`config.mk`:
```
export PLATFORM = sky130hd
export DESIGN_NAME = ubg_top
export DESIGN_NICKNAME = d
export VERILOG_FILES = /design/src/core/ubg_pkg.sv /design/src/core/ubg_noise_filter.sv /design/src/core/ubg_skid_buf.sv /design/src/core/ubg_top.sv
export SDC_FILE = /design/constraint.sdc
export NUM_CORES = 1
export LEC_CHECK = 0
export BUFFER_PORTS_ARGS = -buffer_cell sky130_fd_sc_hd__buf_2
export CORE_MARGIN = 2
export CORE_UTILIZATION = 45
export CTS_BUF_LIST = sky130_fd_sc_hd__clkbuf_8
export DETAILED_ROUTE_END_ITERATION = 12
export PLACE_DENSITY_LB_ADDON = 0.05
export SYNTH_ARGS = -nofsm -noshare
export SYNTH_HDL_FRONTEND = slang
export SYNTH_SLANG_ARGS = --single-unit
```
`constraint.sdc`:
```
create_clock -name clk_sys -period 5 [get_ports clk_sys]
set_input_delay 0.25 -clock clk_sys [delete_from_list [all_inputs] [get_ports clk_sys]]
set_output_delay 0.25 -clock clk_sys [all_outputs]
set_load 0.005 [all_outputs]
```
`src/core/ubg_pkg.sv`:
```
package ubg_pkg;
    localparam int DIV_W = 8;
    localparam int SEL_W = 4;
    localparam int PRE_W = 11;
    localparam int HALF_W = 5;
    localparam logic [SEL_W-1:0] SEL_MAX = 4'ha;
    localparam logic [7:0] RX_BUF_RESET = 8'hff;
    localparam logic [DIV_W-1:0] DIV_ONE = 8'h01;
    // half-bit counts measured from the falling edge of the start bit
    localparam logic [HALF_W-1:0] HALF_START = 5'h01;
    localparam logic [HALF_W-1:0] HALF_D_FIRST = 5'h03;
    localparam logic [HALF_W-1:0] HALF_D_LAST = 5'h11;
    localparam logic [HALF_W-1:0] HALF_PAR = 5'h13;
    localparam logic [HALF_W-1:0] HALF_STOP_NP = 5'h13;
    localparam logic [HALF_W-1:0] HALF_STOP_P = 5'h15;
    localparam logic [HALF_W-1:0] HALF_BRK_MIN = 5'h15;
    localparam logic [HALF_W-1:0] HALF_SAT = 5'h1f;
    localparam logic [3:0] TX_LAST_NP = 4'h9;
    localparam logic [3:0] TX_LAST_P = 4'ha;
    localparam int CTL_FLAG_BIT = 7;
    localparam int CTL_TRIG_BIT = 6;
    localparam int ERR_OVR_BIT = 0;
    localparam int ERR_FRM_BIT = 1;
    localparam int ERR_PAR_BIT = 2;
    localparam int RXBUF_DEPTH = 2;

    typedef enum logic [1:0] {PAR_NONE, PAR_ZERO, PAR_ODD, PAR_EVEN} ubg_parity_t;

    typedef struct packed {
        logic power;
        logic txe;
        logic rxe;
        ubg_parity_t parity;
    } ubg_mode_t;

    typedef struct packed {
        logic [7:0] data;
        logic par_err;
        logic frm_err;
    } ubg_rx_word_t;
endpackage

```
`src/core/ubg_noise_filter.sv`:
```
`timescale 1ns/10ps
`default_nettype none
module ubg_noise_filter
    import ubg_pkg::*;
(
    input wire logic clk_sys,
    input wire logic arst_n,
    input wire logic sample_tick,
    input wire logic pin_in,
    output logic level_out
);
    logic s0_r;
    logic s1_r;
    logic lvl_r;
    wire match = (s0_r == s1_r);

    // two matching samples needed, so reception lags the pin by three base clocks
    always_ff @(posedge clk_sys or negedge arst_n)
    begin
        if (!arst_n)
        begin
            s0_r <= 1'b1;
            s1_r <= 1'b1;
            lvl_r <= 1'b1;
        end
        else if (sample_tick)
        begin
            s0_r <= pin_in;
            s1_r <= s0_r;
            if (match)
            begin
                lvl_r <= s1_r;
            end
        end
    end

    assign level_out = lvl_r;
endmodule // ubg_noise_filter
`default_nettype wire

```
`src/core/ubg_skid_buf.sv`:
```
`timescale 1ns/10ps
`default_nettype none
module ubg_skid_buf
    import ubg_pkg::*;
#(
    parameter int W = 10,
    parameter int DEPTH = RXBUF_DEPTH
)
(
    input wire logic clk_sys,
    input wire logic arst_n,
    input wire logic in_valid,
    output logic in_ready,
    input wire logic [W-1:0] in_data,
    output logic out_valid,
    input wire logic out_ready,
    output logic [W-1:0] out_data
);
    localparam int PW = $clog2(DEPTH);
    logic [W-1:0] mem_r [DEPTH];
    logic [PW-1:0] wp_r;
    logic [PW-1:0] rp_r;
    logic [PW:0] cnt_r;
    wire push = in_valid && in_ready;
    wire pop = out_valid && out_ready;

    assign in_ready = (cnt_r != (PW+1)'(DEPTH));
    assign out_valid = (cnt_r != '0);
    assign out_data = mem_r[rp_r];

    always_ff @(posedge clk_sys or negedge arst_n)
    begin
        if (!arst_n)
        begin
            wp_r <= '0;
            rp_r <= '0;
            cnt_r <= '0;
        end
        else
        begin
            if (push)
            begin
                wp_r <= (wp_r == PW'(DEPTH-1)) ? '0 : wp_r + 1'b1;
            end
            if (pop)
            begin
                rp_r <= (rp_r == PW'(DEPTH-1)) ? '0 : rp_r + 1'b1;
            end
            cnt_r <= cnt_r + (PW+1)'(push) - (PW+1)'(pop);
        end
    end

    always_ff @(posedge clk_sys)
    begin
        if (push)
        begin
            mem_r[wp_r] <= in_data;
        end
    end
endmodule // ubg_skid_buf
`default_nettype wire

```
`src/core/ubg_top.sv`:
```
// Overview of operation
// - break reception runs while power, receive enable and trigger bit are set.
// - break reception detects the start bit and shifts data as normally.
// - stop after a long enough break raises receive irq, clears flag and trigger.
// - no overrun, parity or framing error is flagged during break reception.
// - break reception never updates the receive buffer; it keeps its last value, FFH after reset.
// - a short break raises no irq and leaves flag and trigger set.
// - a stop later than 10.5 bits is a valid break, else a break error.
// - break flag sits at bit 7, trigger at bit 6 of the control register.
// - transmit and receive have their own 8-bit counters on one base clock.
// - base clock is chosen by the select field and held low when unpowered.
// - transmit counter is held at zero unless power and transmit enable are set.
// - transmit counter clears when the first byte enters the transmit buffer.
// - counter clears after each frame when more data waits, else keeps counting.
// - receive counter is held at zero unless power and receive enable are set.
// - receive counter runs from start bit to end of frame, then waits.
// - divisor k of 8 to 255 gives a bit rate of base clock over 2k.
// - after a falling edge, k counts later a low level confirms the start bit.
// - receive input is filtered by two matching base clock samples.
// - a break field is low for at least 13 bit times.
`timescale 1ns/10ps
`default_nettype none
module ubg_top
    import ubg_pkg::*;
(
    input wire logic clk_sys,
    input wire logic arst_n,
    input wire ubg_mode_t async_mode_reg,
    input wire logic [SEL_W-1:0] base_clock_select_field,
    input wire logic [DIV_W-1:0] divisor_field,
    input wire logic break_trigger_set,
    input wire logic err_status_read,
    input wire logic tx_wr_valid,
    output logic tx_wr_ready,
    input wire logic [7:0] tx_wr_data,
    input wire logic serial_rx_pin,
    output logic serial_tx_pin,
    output logic base_clock,
    output logic tx_complete_irq,
    output logic rx_complete_irq,
    output logic rx_out_valid,
    input wire logic rx_out_ready,
    output ubg_rx_word_t rx_out_word,
    output logic [7:0] rx_buffer_reg,
    output logic [7:0] async_control_reg,
    output logic [7:0] rx_error_status_reg
);
    typedef enum logic [1:0] {RX_IDLE, RX_START, RX_FRAME, RX_BRK} ubg_rx_st_t;
    typedef enum logic {TX_IDLE, TX_SEND} ubg_tx_st_t;

    function automatic logic [PRE_W-1:0] sel_mask(input logic [SEL_W-1:0] sel);
        logic [SEL_W-1:0] s;
        s = (sel > SEL_MAX) ? SEL_MAX : sel;
        sel_mask = PRE_W'((1 << s) - 1);
    endfunction

    function automatic logic par_bit(input ubg_parity_t m, input logic [7:0] d);
        par_bit = (m == PAR_ODD) ? ~(^d) : (m == PAR_EVEN) ? ^d : 1'b0;
    endfunction

    wire power = async_mode_reg.power;
    wire tx_on = power && async_mode_reg.txe;
    wire rx_on = power && async_mode_reg.rxe;
    wire par_on = (async_mode_reg.parity != PAR_NONE);

    // base clock prescaler
    logic [PRE_W-1:0] pre_r;
    wire [PRE_W-1:0] pre_mask = sel_mask(base_clock_select_field);
    wire tick = power && ((pre_r & pre_mask) == pre_mask);

    always_ff @(posedge clk_sys or negedge arst_n)
    begin
        if (!arst_n)
        begin
            pre_r <= '0;
        end
        else
        begin
            pre_r <= power ? pre_r + 1'b1 : '0;
        end
    end

    assign base_clock = tick;

    // receive input filter
    logic rx_lvl;
    logic rx_lvl_d_r;

    ubg_noise_filter u_filt (
        .clk_sys(clk_sys),
        .arst_n(arst_n),
        .sample_tick(tick),
        .pin_in(serial_rx_pin),
        .level_out(rx_lvl)
    );

    wire rx_fall = rx_lvl_d_r && !rx_lvl;

    // break control bits
    logic brk_trig_r;
    logic brk_flag_r;
    wire brk_mode = rx_on && brk_trig_r;

    // receive side
    ubg_rx_st_t rx_st_r;
    ubg_rx_st_t rx_st_nxt;
    logic [DIV_W-1:0] rx_cnt_r;
    logic [HALF_W-1:0] rx_half_r;
    logic [7:0] rx_shift_r;
    logic rx_par_r;
    logic [7:0] rx_buf_r;
    logic ovr_r;
    logic frm_r;
    logic parerr_r;
    logic rx_irq_r;

    wire rx_run = (rx_st_r != RX_IDLE);
    // counter wraps every k base clocks, i.e. half a bit: rate = base/(2k)
    wire rx_half_end = tick && rx_run && (rx_cnt_r == divisor_field - DIV_ONE);
    wire [HALF_W-1:0] rx_half_now = rx_half_r + 1'b1;
    wire rx_samp = rx_half_end && rx_half_now[0];
    wire rx_data_pt = (rx_half_now >= HALF_D_FIRST) && (rx_half_now <= HALF_D_LAST);
    wire rx_par_pt = par_on && (rx_half_now == HALF_PAR);
    wire [HALF_W-1:0] stop_half = par_on ? HALF_STOP_P : HALF_STOP_NP;
    wire rx_stop_pt = (rx_half_now == stop_half);
    wire rx_frame_end = (rx_st_r == RX_FRAME) && rx_samp && rx_stop_pt;
    wire rx_par_bad = (rx_par_r != par_bit(async_mode_reg.parity, rx_shift_r));
    wire rx_frm_bad = !rx_lvl;
    // stop bit in break mode is the first high level after the low run
    wire brk_stop = (rx_st_r == RX_BRK) && rx_lvl;
    // halves finished before the stop edge: 21 already means later than 10.5 bits
    wire brk_valid = brk_stop && (rx_half_r >= HALF_BRK_MIN);
    wire buf_ready;
    wire push = rx_frame_end && buf_ready;
    ubg_rx_word_t push_word;

    assign push_word.data = rx_shift_r;
    assign push_word.par_err = rx_par_pt ? 1'b0 : (par_on && rx_par_bad);
    assign push_word.frm_err = rx_frm_bad;

    always_comb
    begin
        rx_st_nxt = rx_st_r;
        unique case (rx_st_r)
            RX_IDLE:
            begin
                if (rx_fall)
                begin
                    rx_st_nxt = RX_START;
                end
            end
            RX_START:
            begin
                if (rx_half_end)
                begin
                    // k counts after the edge a low level confirms the start
                    if (rx_lvl)
                    begin
                        rx_st_nxt = RX_IDLE;
                    end
                    else
                    begin
                        rx_st_nxt = brk_mode ? RX_BRK : RX_FRAME;
                    end
                end
            end
            RX_FRAME:
            begin
                if (rx_frame_end)
                begin
                    rx_st_nxt = RX_IDLE;
                end
            end
            RX_BRK:
            begin
                if (brk_stop)
                begin
                    rx_st_nxt = RX_IDLE;
                end
            end
        endcase
        if (!rx_on)
        begin
            rx_st_nxt = RX_IDLE;
        end
    end

    always_ff @(posedge clk_sys or negedge arst_n)
    begin
        if (!arst_n)
        begin
            rx_st_r <= RX_IDLE;
            rx_cnt_r <= '0;
            rx_half_r <= '0;
            rx_lvl_d_r <= 1'b1;
        end
        else
        begin
            rx_st_r <= rx_st_nxt;
            rx_lvl_d_r <= rx_lvl;
            if (!rx_on || rx_st_nxt == RX_IDLE)
            begin
                rx_cnt_r <= '0;
                rx_half_r <= '0;
            end
            else if (tick && rx_run)
            begin
                rx_cnt_r <= rx_half_end ? '0 : rx_cnt_r + 1'b1;
                if (rx_half_end && rx_half_r != HALF_SAT)
                begin
                    rx_half_r <= rx_half_now;
                end
            end
        end
    end

    // shift register, parity capture
    always_ff @(posedge clk_sys or negedge arst_n)
    begin
        if (!arst_n)
        begin
            rx_shift_r <= RX_BUF_RESET;
            rx_par_r <= 1'b0;
        end
        else if (rx_samp && rx_data_pt && rx_st_r != RX_START)
        begin
            rx_shift_r <= {rx_lvl, rx_shift_r[7:1]};
        end
        else if (rx_samp && rx_par_pt && rx_st_r == RX_FRAME)
        begin
            rx_par_r <= rx_lvl;
        end
    end

    // receive buffer and error flags only load on normal frames; a status read clears the flags
    always_ff @(posedge clk_sys or negedge arst_n)
    begin
        if (!arst_n)
        begin
            rx_buf_r <= RX_BUF_RESET;
            ovr_r <= 1'b0;
            frm_r <= 1'b0;
            parerr_r <= 1'b0;
            rx_irq_r <= 1'b0;
        end
        else
        begin
            rx_irq_r <= rx_frame_end || brk_valid;
            if (push)
            begin
                rx_buf_r <= rx_shift_r;
            end
            // a new error in the clearing cycle survives the read
            ovr_r <= (rx_frame_end && !buf_ready) || (ovr_r && !err_status_read);
            frm_r <= (rx_frame_end && rx_frm_bad) || (frm_r && !err_status_read);
            parerr_r <= (rx_frame_end && par_on && rx_par_bad) || (parerr_r && !err_status_read);
        end
    end

    ubg_skid_buf #(
        .W($bits(ubg_rx_word_t)),
        .DEPTH(RXBUF_DEPTH)
    ) u_rxbuf (
        .clk_sys(clk_sys),
        .arst_n(arst_n),
        .in_valid(rx_frame_end),
        .in_ready(buf_ready),
        .in_data(push_word),
        .out_valid(rx_out_valid),
        .out_ready(rx_out_ready),
        .out_data(rx_out_word)
    );

    // break trigger and flag
    always_ff @(posedge clk_sys or negedge arst_n)
    begin
        if (!arst_n)
        begin
            brk_trig_r <= 1'b0;
            brk_flag_r <= 1'b0;
        end
        else if (!power)
        begin
            brk_trig_r <= 1'b0;
            brk_flag_r <= 1'b0;
        end
        else if (brk_valid)
        begin
            brk_trig_r <= 1'b0;
            brk_flag_r <= 1'b0;
        end
        else if (break_trigger_set)
        begin
            brk_trig_r <= 1'b1;
            brk_flag_r <= 1'b1;
        end
    end

    // transmit side
    ubg_tx_st_t tx_st_r;
    logic [DIV_W-1:0] tx_cnt_r;
    logic tx_ph_r;
    logic [3:0] tx_idx_r;
    logic [10:0] tx_frame_r;
    logic [7:0] tx_buf_r;
    logic tx_buf_full_r;
    logic tx_pin_r;
    logic tx_irq_r;

    wire tx_wr = tx_wr_valid && tx_wr_ready;
    wire tx_half_end = tick && (tx_cnt_r == divisor_field - DIV_ONE);
    wire tx_bit_end = tx_half_end && tx_ph_r;
    wire [3:0] tx_last = par_on ? TX_LAST_P : TX_LAST_NP;
    wire tx_done = (tx_st_r == TX_SEND) && tx_bit_end && (tx_idx_r == tx_last);
    wire tx_load = tx_buf_full_r && ((tx_st_r == TX_IDLE) || tx_done);
    wire [10:0] tx_frame_nxt = par_on
        ? {1'b1, par_bit(async_mode_reg.parity, tx_buf_r), tx_buf_r, 1'b0}
        : {1'b1, 1'b1, tx_buf_r, 1'b0};

    assign tx_wr_ready = tx_on && !tx_buf_full_r;

    always_ff @(posedge clk_sys or negedge arst_n)
    begin
        if (!arst_n)
        begin
            tx_cnt_r <= '0;
            tx_ph_r <= 1'b0;
        end
        else if (!tx_on)
        begin
            tx_cnt_r <= '0;
            tx_ph_r <= 1'b0;
        end
        else if (tx_load)
        begin
            tx_cnt_r <= '0;
            tx_ph_r <= 1'b0;
        end
        else if (tick)
        begin
            // free runs when idle after the last frame
            tx_cnt_r <= tx_half_end ? '0 : tx_cnt_r + 1'b1;
            tx_ph_r <= tx_half_end ? !tx_ph_r : tx_ph_r;
        end
    end

    always_ff @(posedge clk_sys or negedge arst_n)
    begin
        if (!arst_n)
        begin
            tx_st_r <= TX_IDLE;
            tx_idx_r <= '0;
            tx_frame_r <= '1;
            tx_buf_r <= '0;
            tx_buf_full_r <= 1'b0;
            tx_pin_r <= 1'b1;
            tx_irq_r <= 1'b0;
        end
        else if (!tx_on)
        begin
            tx_st_r <= TX_IDLE;
            tx_idx_r <= '0;
            tx_buf_full_r <= 1'b0;
            tx_pin_r <= 1'b1;
            tx_irq_r <= 1'b0;
        end
        else
        begin
            tx_irq_r <= tx_done;
            if (tx_wr)
            begin
                tx_buf_r <= tx_wr_data;
            end
            tx_buf_full_r <= tx_wr || (tx_buf_full_r && !tx_load);
            if (tx_load)
            begin
                tx_st_r <= TX_SEND;
                tx_idx_r <= '0;
                tx_frame_r <= tx_frame_nxt;
                tx_pin_r <= tx_frame_nxt[0];
            end
            else if (tx_done)
            begin
                tx_st_r <= TX_IDLE;
                tx_pin_r <= 1'b1;
            end
            else if (tx_st_r == TX_SEND && tx_bit_end)
            begin
                tx_idx_r <= tx_idx_r + 1'b1;
                tx_pin_r <= tx_frame_r[tx_idx_r + 1'b1];
            end
        end
    end

    assign serial_tx_pin = tx_pin_r;
    assign tx_complete_irq = tx_irq_r;
    assign rx_complete_irq = rx_irq_r;
    assign rx_buffer_reg = rx_buf_r;

    always_comb
    begin
        async_control_reg = '0;
        async_control_reg[CTL_FLAG_BIT] = brk_flag_r;
        async_control_reg[CTL_TRIG_BIT] = brk_trig_r;
        rx_error_status_reg = '0;
        rx_error_status_reg[ERR_OVR_BIT] = ovr_r;
        rx_error_status_reg[ERR_FRM_BIT] = frm_r;
        rx_error_status_reg[ERR_PAR_BIT] = parerr_r;
    end
endmodule // ubg_top
`default_nettype wire

```
# Word-level counts from Yosys, hierarchy flattened
# Memory sizes are Yosys's and may differ from the RTL's.
# Cells that the tools add are included.
[classes] order_cmp=5 shift=1 n_eq_ne=23 multipliers=0 reduce_logical=67 n_mux=54 div=0 bitwise=5 add_sub_neg=11
[op_table] cell="8-bit two-way mux" n=7
[op_table] cell="1-bit logical AND" n=37
[op_table] cell="1-bit two-way mux" n=27
[op_table] cell="4-bit two-way mux" n=5
[op_table] cell="8-bit by 1-bit adder with 8-bit output (second input constant)" n=2
[op_table] cell="8-bit == test" n=2
[op_table] cell="8-bit XOR reduction" n=2
[op_table] cell="5-bit two-way mux" n=3
[op_table] cell="3-bit by 1-bit != test with 1-bit output (second input constant)" n=5
[op_table] cell="2-bit two-way mux" n=7
[op_table] cell="2-bit AND reduction" n=7
[op_table] cell="11-bit by 1-bit adder with 11-bit output (second input constant)" n=1
[op_table] cell="11-bit bitwise AND" n=1
[op_table] cell="11-bit == test" n=1
[op_table] cell="11-bit two-way mux" n=1
[op_table] cell="1-bit by 4-bit left shift with 11-bit output (first input constant)" n=1
[op_table] cell="11-bit by 2-bit subtractor with 11-bit output (second input constant)" n=1
[op_table] cell="10-bit two-way mux" n=1
[op_table] cell="2-bit nonzero test" n=5
[op_table] cell="2-bit == test (second input constant)" n=4
[op_table] cell="2-bit one-hot mux with 4 select lines" n=1
[op_table] cell="8-bit by 1-bit subtractor with 8-bit output (second input constant)" n=1
[op_table] cell="1-bit zero test" n=7
[op_table] cell="1-bit logical OR" n=7
[op_table] cell="other kinds (25)" n=30
[word_totals] romBits=0 ramBits=20 input_bits=32 memories=1 ff_bits=92 latchBits=0
[memory_table] memory="u_rxbuf.mem_r" depth=2 word_bits=10 read_ports=1 rd_clocked_by_memory_dff=0 wr=1 line_no="ubg_skid_buf.sv:20" source="logic [W-1:0] mem_r [DEPTH];"

# Longest topological paths before layout
[depth] word_depth=19 mapped_depth=15 depth_no_buf=12

# By module
# From an unflattened synthesis, not the netlist that was laid out.
[hier_totals] hier_cells=576 area_unflattened_um2=6218.5
[by_module_without_submodules] mod="ubg_top" cells_each=518 area_per_inst_um2=5167.5 n_inst=1 seq_area_each_um2=2137.0
[by_module_without_submodules] mod="ubg_skid_buf" cells_each=50 area_per_inst_um2=927.1 n_inst=1 seq_area_each_um2=700.7
[by_module_without_submodules] mod="ubg_noise_filter" cells_each=8 area_per_inst_um2=123.9 n_inst=1 seq_area_each_um2=78.8

# Worst setup path before layout
# Ideal clock, no wire load.
[synth_timing] kind="input-to-reg" from="in base_clock_select_field[3]" to="mem u_rxbuf.mem_r[0][0] (enable)" stages=12 n_path_buf=3 slack_ps=1234 arrival_ps=3388 cell_sequence="buf_2 or4_4 ha_1 clkbuf_1 nor2b_1 o21bai_1 a21oi_1 or3_1 clkbuf_1 or3_1 nor4_1 nor2b_1"
[synth_between] elab_chain_cells=15
[synth_rtl] element="start: declaration" line_no="ubg_top.sv:29" source="input wire logic [SEL_W-1:0] base_clock_select_field,"
[synth_rtl] element="4-bit > comparator" line_no="ubg_top.sv:53" source="s = (sel > SEL_MAX) ? SEL_MAX : sel;"
[synth_rtl] element="4-bit two-way mux *" line_no="ubg_top.sv:53"
[synth_rtl] element="1-bit by 4-bit left shift with 11-bit output *" line_no="ubg_top.sv:54" source="sel_mask = PRE_W'((1 << s) - 1);"
[synth_rtl] element="11-bit by 2-bit subtractor with 11-bit output *" line_no="ubg_top.sv:54"
[synth_rtl] element="11-bit bitwise AND" line_no="ubg_top.sv:69" source="wire tick = power && ((pre_r & pre_mask) == pre_mask);"
[synth_rtl] element="11-bit == test *" line_no="ubg_top.sv:69"
[synth_rtl] element="1-bit logical AND *" line_no="ubg_top.sv:69"
[synth_rtl] element="1-bit logical AND * (2 in a row)" line_no="ubg_top.sv:119" source="wire rx_half_end = tick && rx_run && (rx_cnt_r == divisor_field - DIV_ONE);"
[synth_rtl] element="1-bit logical AND *" line_no="ubg_top.sv:121" source="wire rx_samp = rx_half_end && rx_half_now[0];"
[synth_rtl] element="1-bit logical AND * (2 in a row)" line_no="ubg_top.sv:126" source="wire rx_frame_end = (rx_st_r == RX_FRAME) && rx_samp && rx_stop_pt;"
[synth_rtl] element="1-bit logical AND *"
[synth_rtl] element="named net push" line_no="ubg_top.sv:134" source="wire push = rx_frame_end && buf_ready;"
[synth_rtl] element="1-bit two-way mux *" line_no="ubg_skid_buf.sv:55" source="if (push)"
[synth_rtl] element="1-bit two-way mux (implied by the code) *" line_no="ubg_skid_buf.sv:57" source="mem_r[wp_r] <= in_data;"
[synth_rtl] element="end: declaration" line_no="ubg_skid_buf.sv:20"
# The timed path passes the listed nets; every way through them passes the cells marked *.

# Worst setup path in the final report
[layout_timing] from="in base_clock_select_field[2]" to="mem u_rxbuf.mem_r[1][3] (enable)"
# The elaborated chain is that of the path after synthesis.

==> run metrics <==
wire length of the first global-routing pass=roughly 21 mm; fraction of the yosys area taken by sequential cells=about 46%; Nets=683; wirelength, routed=12.6 mm; final critical delay including setup and external delays=3700 ps; Port Buffer Count=60; flip-flop count of the largest register after layout=20; worst-case register-to-register setup slack=~1700 ps; clock edge transition at the registers on the reported setup and hold paths=100 ps; area share of and/or/nand/nor cells after synthesis=17.3%; cell at the root of the clock tree=sky130_fd_sc_hd__clkbuf_8; Arr. time, crit path=3730 ps; Final Wtd Congestion=between 0.8 and 0.9; Net Switching=488 uW; static power due to leakage=approximately 0.0028 uW; die width=about 120 um; via count of the first global-routing pass=4317; Detail Route Antenna Nets=0; gate count of the mapped netlist=597; number of buffers between clock root and the deepest sink=2; outcome=finished, final reports clean; worst rel slew slack=between 30% and 40%; Initial Util=45.8%; number of post-CTS setup repair buffers=0; synth top area cells=sky130_fd_sc_hd__dfrtp_1 24%, sky130_fd_sc_hd__dfstp_2 13%, sky130_fd_sc_hd__edfxtp_1 9.5%; overall track demand over capacity in global routing=18.2%; total die area=15000 um2; path type of the worst setup path=in2reg; core box area=between 10000 and 15000 um2; maximum clock frequency=270 MHz; final worst path period share=74.1%; Async S/R FF share, synth=82.0%; number of distinct library cells after synthesis=68; areal power density over the cells=~300 nW/um2; combinational group share of total power=13.9%; number of antenna violations at the first check in global routing=0; critical path launch point type=input port; hold buffer count at cts=1; summed negative setup slack over all endpoints=0 ps; largest registers ranked by flip-flop count=u_rxbuf.mem_r x20, pre_r x11, tx_frame_r x10; largest fanout on the critical path=16; number of vias in the routed layout=between 4000 and 5000; summed instance area of the synthesized netlist=6310 um2; post-route standard cell area excluding fillers=roughly 6900 um2; area added between synthesis and finish=9.71%; Overflow after GRT=0; register bit total from synthesis=111; number of antenna diodes=0; initial drt markers=187; average wire per cell in the routed design=15.3 um; cell type contributing the most total cell area after synthesis=sky130_fd_sc_hd__dfrtp_1; Site Rows=between 40 and 50; average instance area after synthesis=10.6 um2; TritonCTS buffer count=9; number of top-level design ports=roughly 70; Final Slew Violations=0; Seq pwr share=between 50 and 60%; most frequent cells after synthesis=60 x sky130_fd_sc_hd__dfrtp_1, 45 x sky130_fd_sc_hd__mux2_2, 41 x sky130_fd_sc_hd__xnor2_1; share of post-route cells with drive strength above 1=approximately 27%; DRC violations left=0; post-detailed-placement half-perimeter wirelength=9.20 mm; proportion of power drawn by the clock network=34.5%; path class of the lowest-slack min-delay path=in2reg; slew at the pin with the worst max-slew slack=897 ps; total number of H-tree levels=3; die boundary height=122 um; fraction of synthesized cell area in xor and xnor cells=9.37%; fraction of post-synthesis cell area in the top cell type by area=23.8%; max-cap violations=0; most numerous cell in the Yosys netlist=sky130_fd_sc_hd__dfrtp_1; Post-Synth Adder-Cell Area=2.58%; area fraction in compound gates after synthesis=9.31%; register with the highest flop count=u_rxbuf.mem_r; clk sink count=111; setup-violating endpoint count in the final report=0; count of flip-flops with a built-in enable after synthesis=20; Required @ worst endpoint=5030 ps; combinational family with the most area after synthesis=simple AND/OR/NAND/NOR gates; CP endpoint kind=register; TritonCTS clock tree=done; area post-placement=6640 um2; setup repair after global routing missed its margin=false; Resized Gates After CTS=0; internal power=1550 uW; Avg Vias per Cell=5.33; portion of netlist area occupied by mux cells=9.85%; Top FF cell, synth=sky130_fd_sc_hd__dfrtp_1; largest voltage drop on the vdd net=0.000202 V; fraction of power spent switching nets=24.0%; largest net degree at the start of global routing=50; total iterations of the first detailed-routing run=5; Final Skew=13.1 ps; number of endpoints with negative hold slack in the final report=0; insertion delay to the later sink of the worst-skew pair=380 ps; yosys warns=0
final timing paths:
path / to / cells past startpoint / startpoint
max reg2reg: u_rxbuf.mem_r[1][3]$_DFFE_PP_ / 7 / pre_r[3]$_DFF_PN0_
min in group asynchronous: pre_r[8]$_DFF_PN0_ / 2 / arst_n
min reg2reg: u_filt.s0_r$_DFFE_PN1P_ / 2 / u_filt.s0_r$_DFFE_PN1P_
max: u_rxbuf.mem_r[1][3]$_DFFE_PP_ / 10 / base_clock_select_field[2]
min: u_filt.s0_r$_DFFE_PN1P_ / 3 / serial_rx_pin
max in group asynchronous: tx_buf_r[4]$_DFFE_PN0P_ / 3 / arst_n
cells by family (layout without fill, tap and decap cells):
family	count (synthesis)	after routing
buffers and inverters	64	100
AO/OA/AOI/OAI	88	88
adder cells (fa/ha/maj)	13	13
other	1	11
flip-flops	111	111
multiplexers	54	54
AND/OR/NAND/NOR	200	200
XOR/XNOR	66	66
critical path, stage by stage:
cell and delay, ps:
sky130_fd_sc_hd__buf_2 140, sky130_fd_sc_hd__or4_4 550, sky130_fd_sc_hd__ha_1 310, sky130_fd_sc_hd__nor2b_1 170
sky130_fd_sc_hd__o21bai_1 130, sky130_fd_sc_hd__a21oi_1 110, sky130_fd_sc_hd__or3_1 650, sky130_fd_sc_hd__or3_1 470
sky130_fd_sc_hd__nor4_1 450, sky130_fd_sc_hd__and2_1 480
per-layer routing:
metal / wire (um) / vias up / global-route usage (%) / share of wire [%]
met4: 109 / 0 / 3.66 / 0.87
met1: 6110 / 2126 / 25.0 / 49
met2: 5880 / 68 / 29.3 / 47
met3: 453 / 8 / 4.41 / 3.6
met5: 0 / - / 0 / 0
li1: - / 2181 / - / -
final cells by class:
cell class	count	area [um2]
Multi-Input combinational cell	432	3100
Inverter	21	78.8
Clock inverter	6	140
Clock buffer	10	138
Tap cell	180	225
Sequential cell	111	2920
Timing Repair Buffer	63	328
Fill cell	1311	6850
per-stage QoR:
step | power, uW | hold slack, ps | cells | setup slack [ps] | util, %
floorplan | 1270 | -45.6 | 607 | 1230 | -
CTS | 2070 | 40.5 | 823 | 1330 | 50.3
detailed placement | 1350 | 281 | 806 | 916 | 48.2
global route | 2140 | 49.6 | 823 | 1170 | 50.3
global placement | 1340 | 268 | 806 | 1020 | 48.2
finish | 2040 | 68.8 | 823 | 1300 | 50.3
placed cells by master, fill, tap and decap left out, types with 4 or more instances in the layout:
cell	count
sky130_fd_sc_hd__or4_1	5
sky130_fd_sc_hd__or3b_2	4
sky130_fd_sc_hd__o22ai_1	5
sky130_fd_sc_hd__buf_2	59
sky130_fd_sc_hd__conb_1	11
sky130_fd_sc_hd__ha_1	13
sky130_fd_sc_hd__mux2i_1	7
sky130_fd_sc_hd__nand2b_1	8
sky130_fd_sc_hd__nor4_1	9
sky130_fd_sc_hd__a21oi_1	19
sky130_fd_sc_hd__edfxtp_1	20
sky130_fd_sc_hd__nand2_1	40
sky130_fd_sc_hd__and2_1	10
sky130_fd_sc_hd__or3_1	13
sky130_fd_sc_hd__nor2b_1	11
sky130_fd_sc_hd__xnor2_1	41
sky130_fd_sc_hd__inv_1	20
sky130_fd_sc_hd__dfstp_2	31
sky130_fd_sc_hd__nor3_1	15
sky130_fd_sc_hd__nor2_1	37
sky130_fd_sc_hd__dfrtp_1	60
sky130_fd_sc_hd__xor2_1	24
sky130_fd_sc_hd__clkbuf_8	10
sky130_fd_sc_hd__nand4_1	9
sky130_fd_sc_hd__a31oi_1	5
sky130_fd_sc_hd__o21ai_0	23
sky130_fd_sc_hd__bufinv_16	4
sky130_fd_sc_hd__nand3_1	15
sky130_fd_sc_hd__mux2_2	45
sky130_fd_sc_hd__and3_1	5
power groups by stage:
stage | Clock [uW] | Combinational, uW | Sequential, uW
finish | 702 | 283 | 1050
global route | 766 | 317 | 1060
CTS | 729 | 287 | 1050
detailed placement | 0 | 286 | 1070
global placement | 0 | 278 | 1070
floorplan | 0 | 235 | 1040
Power figures use the tool's default switching activity.
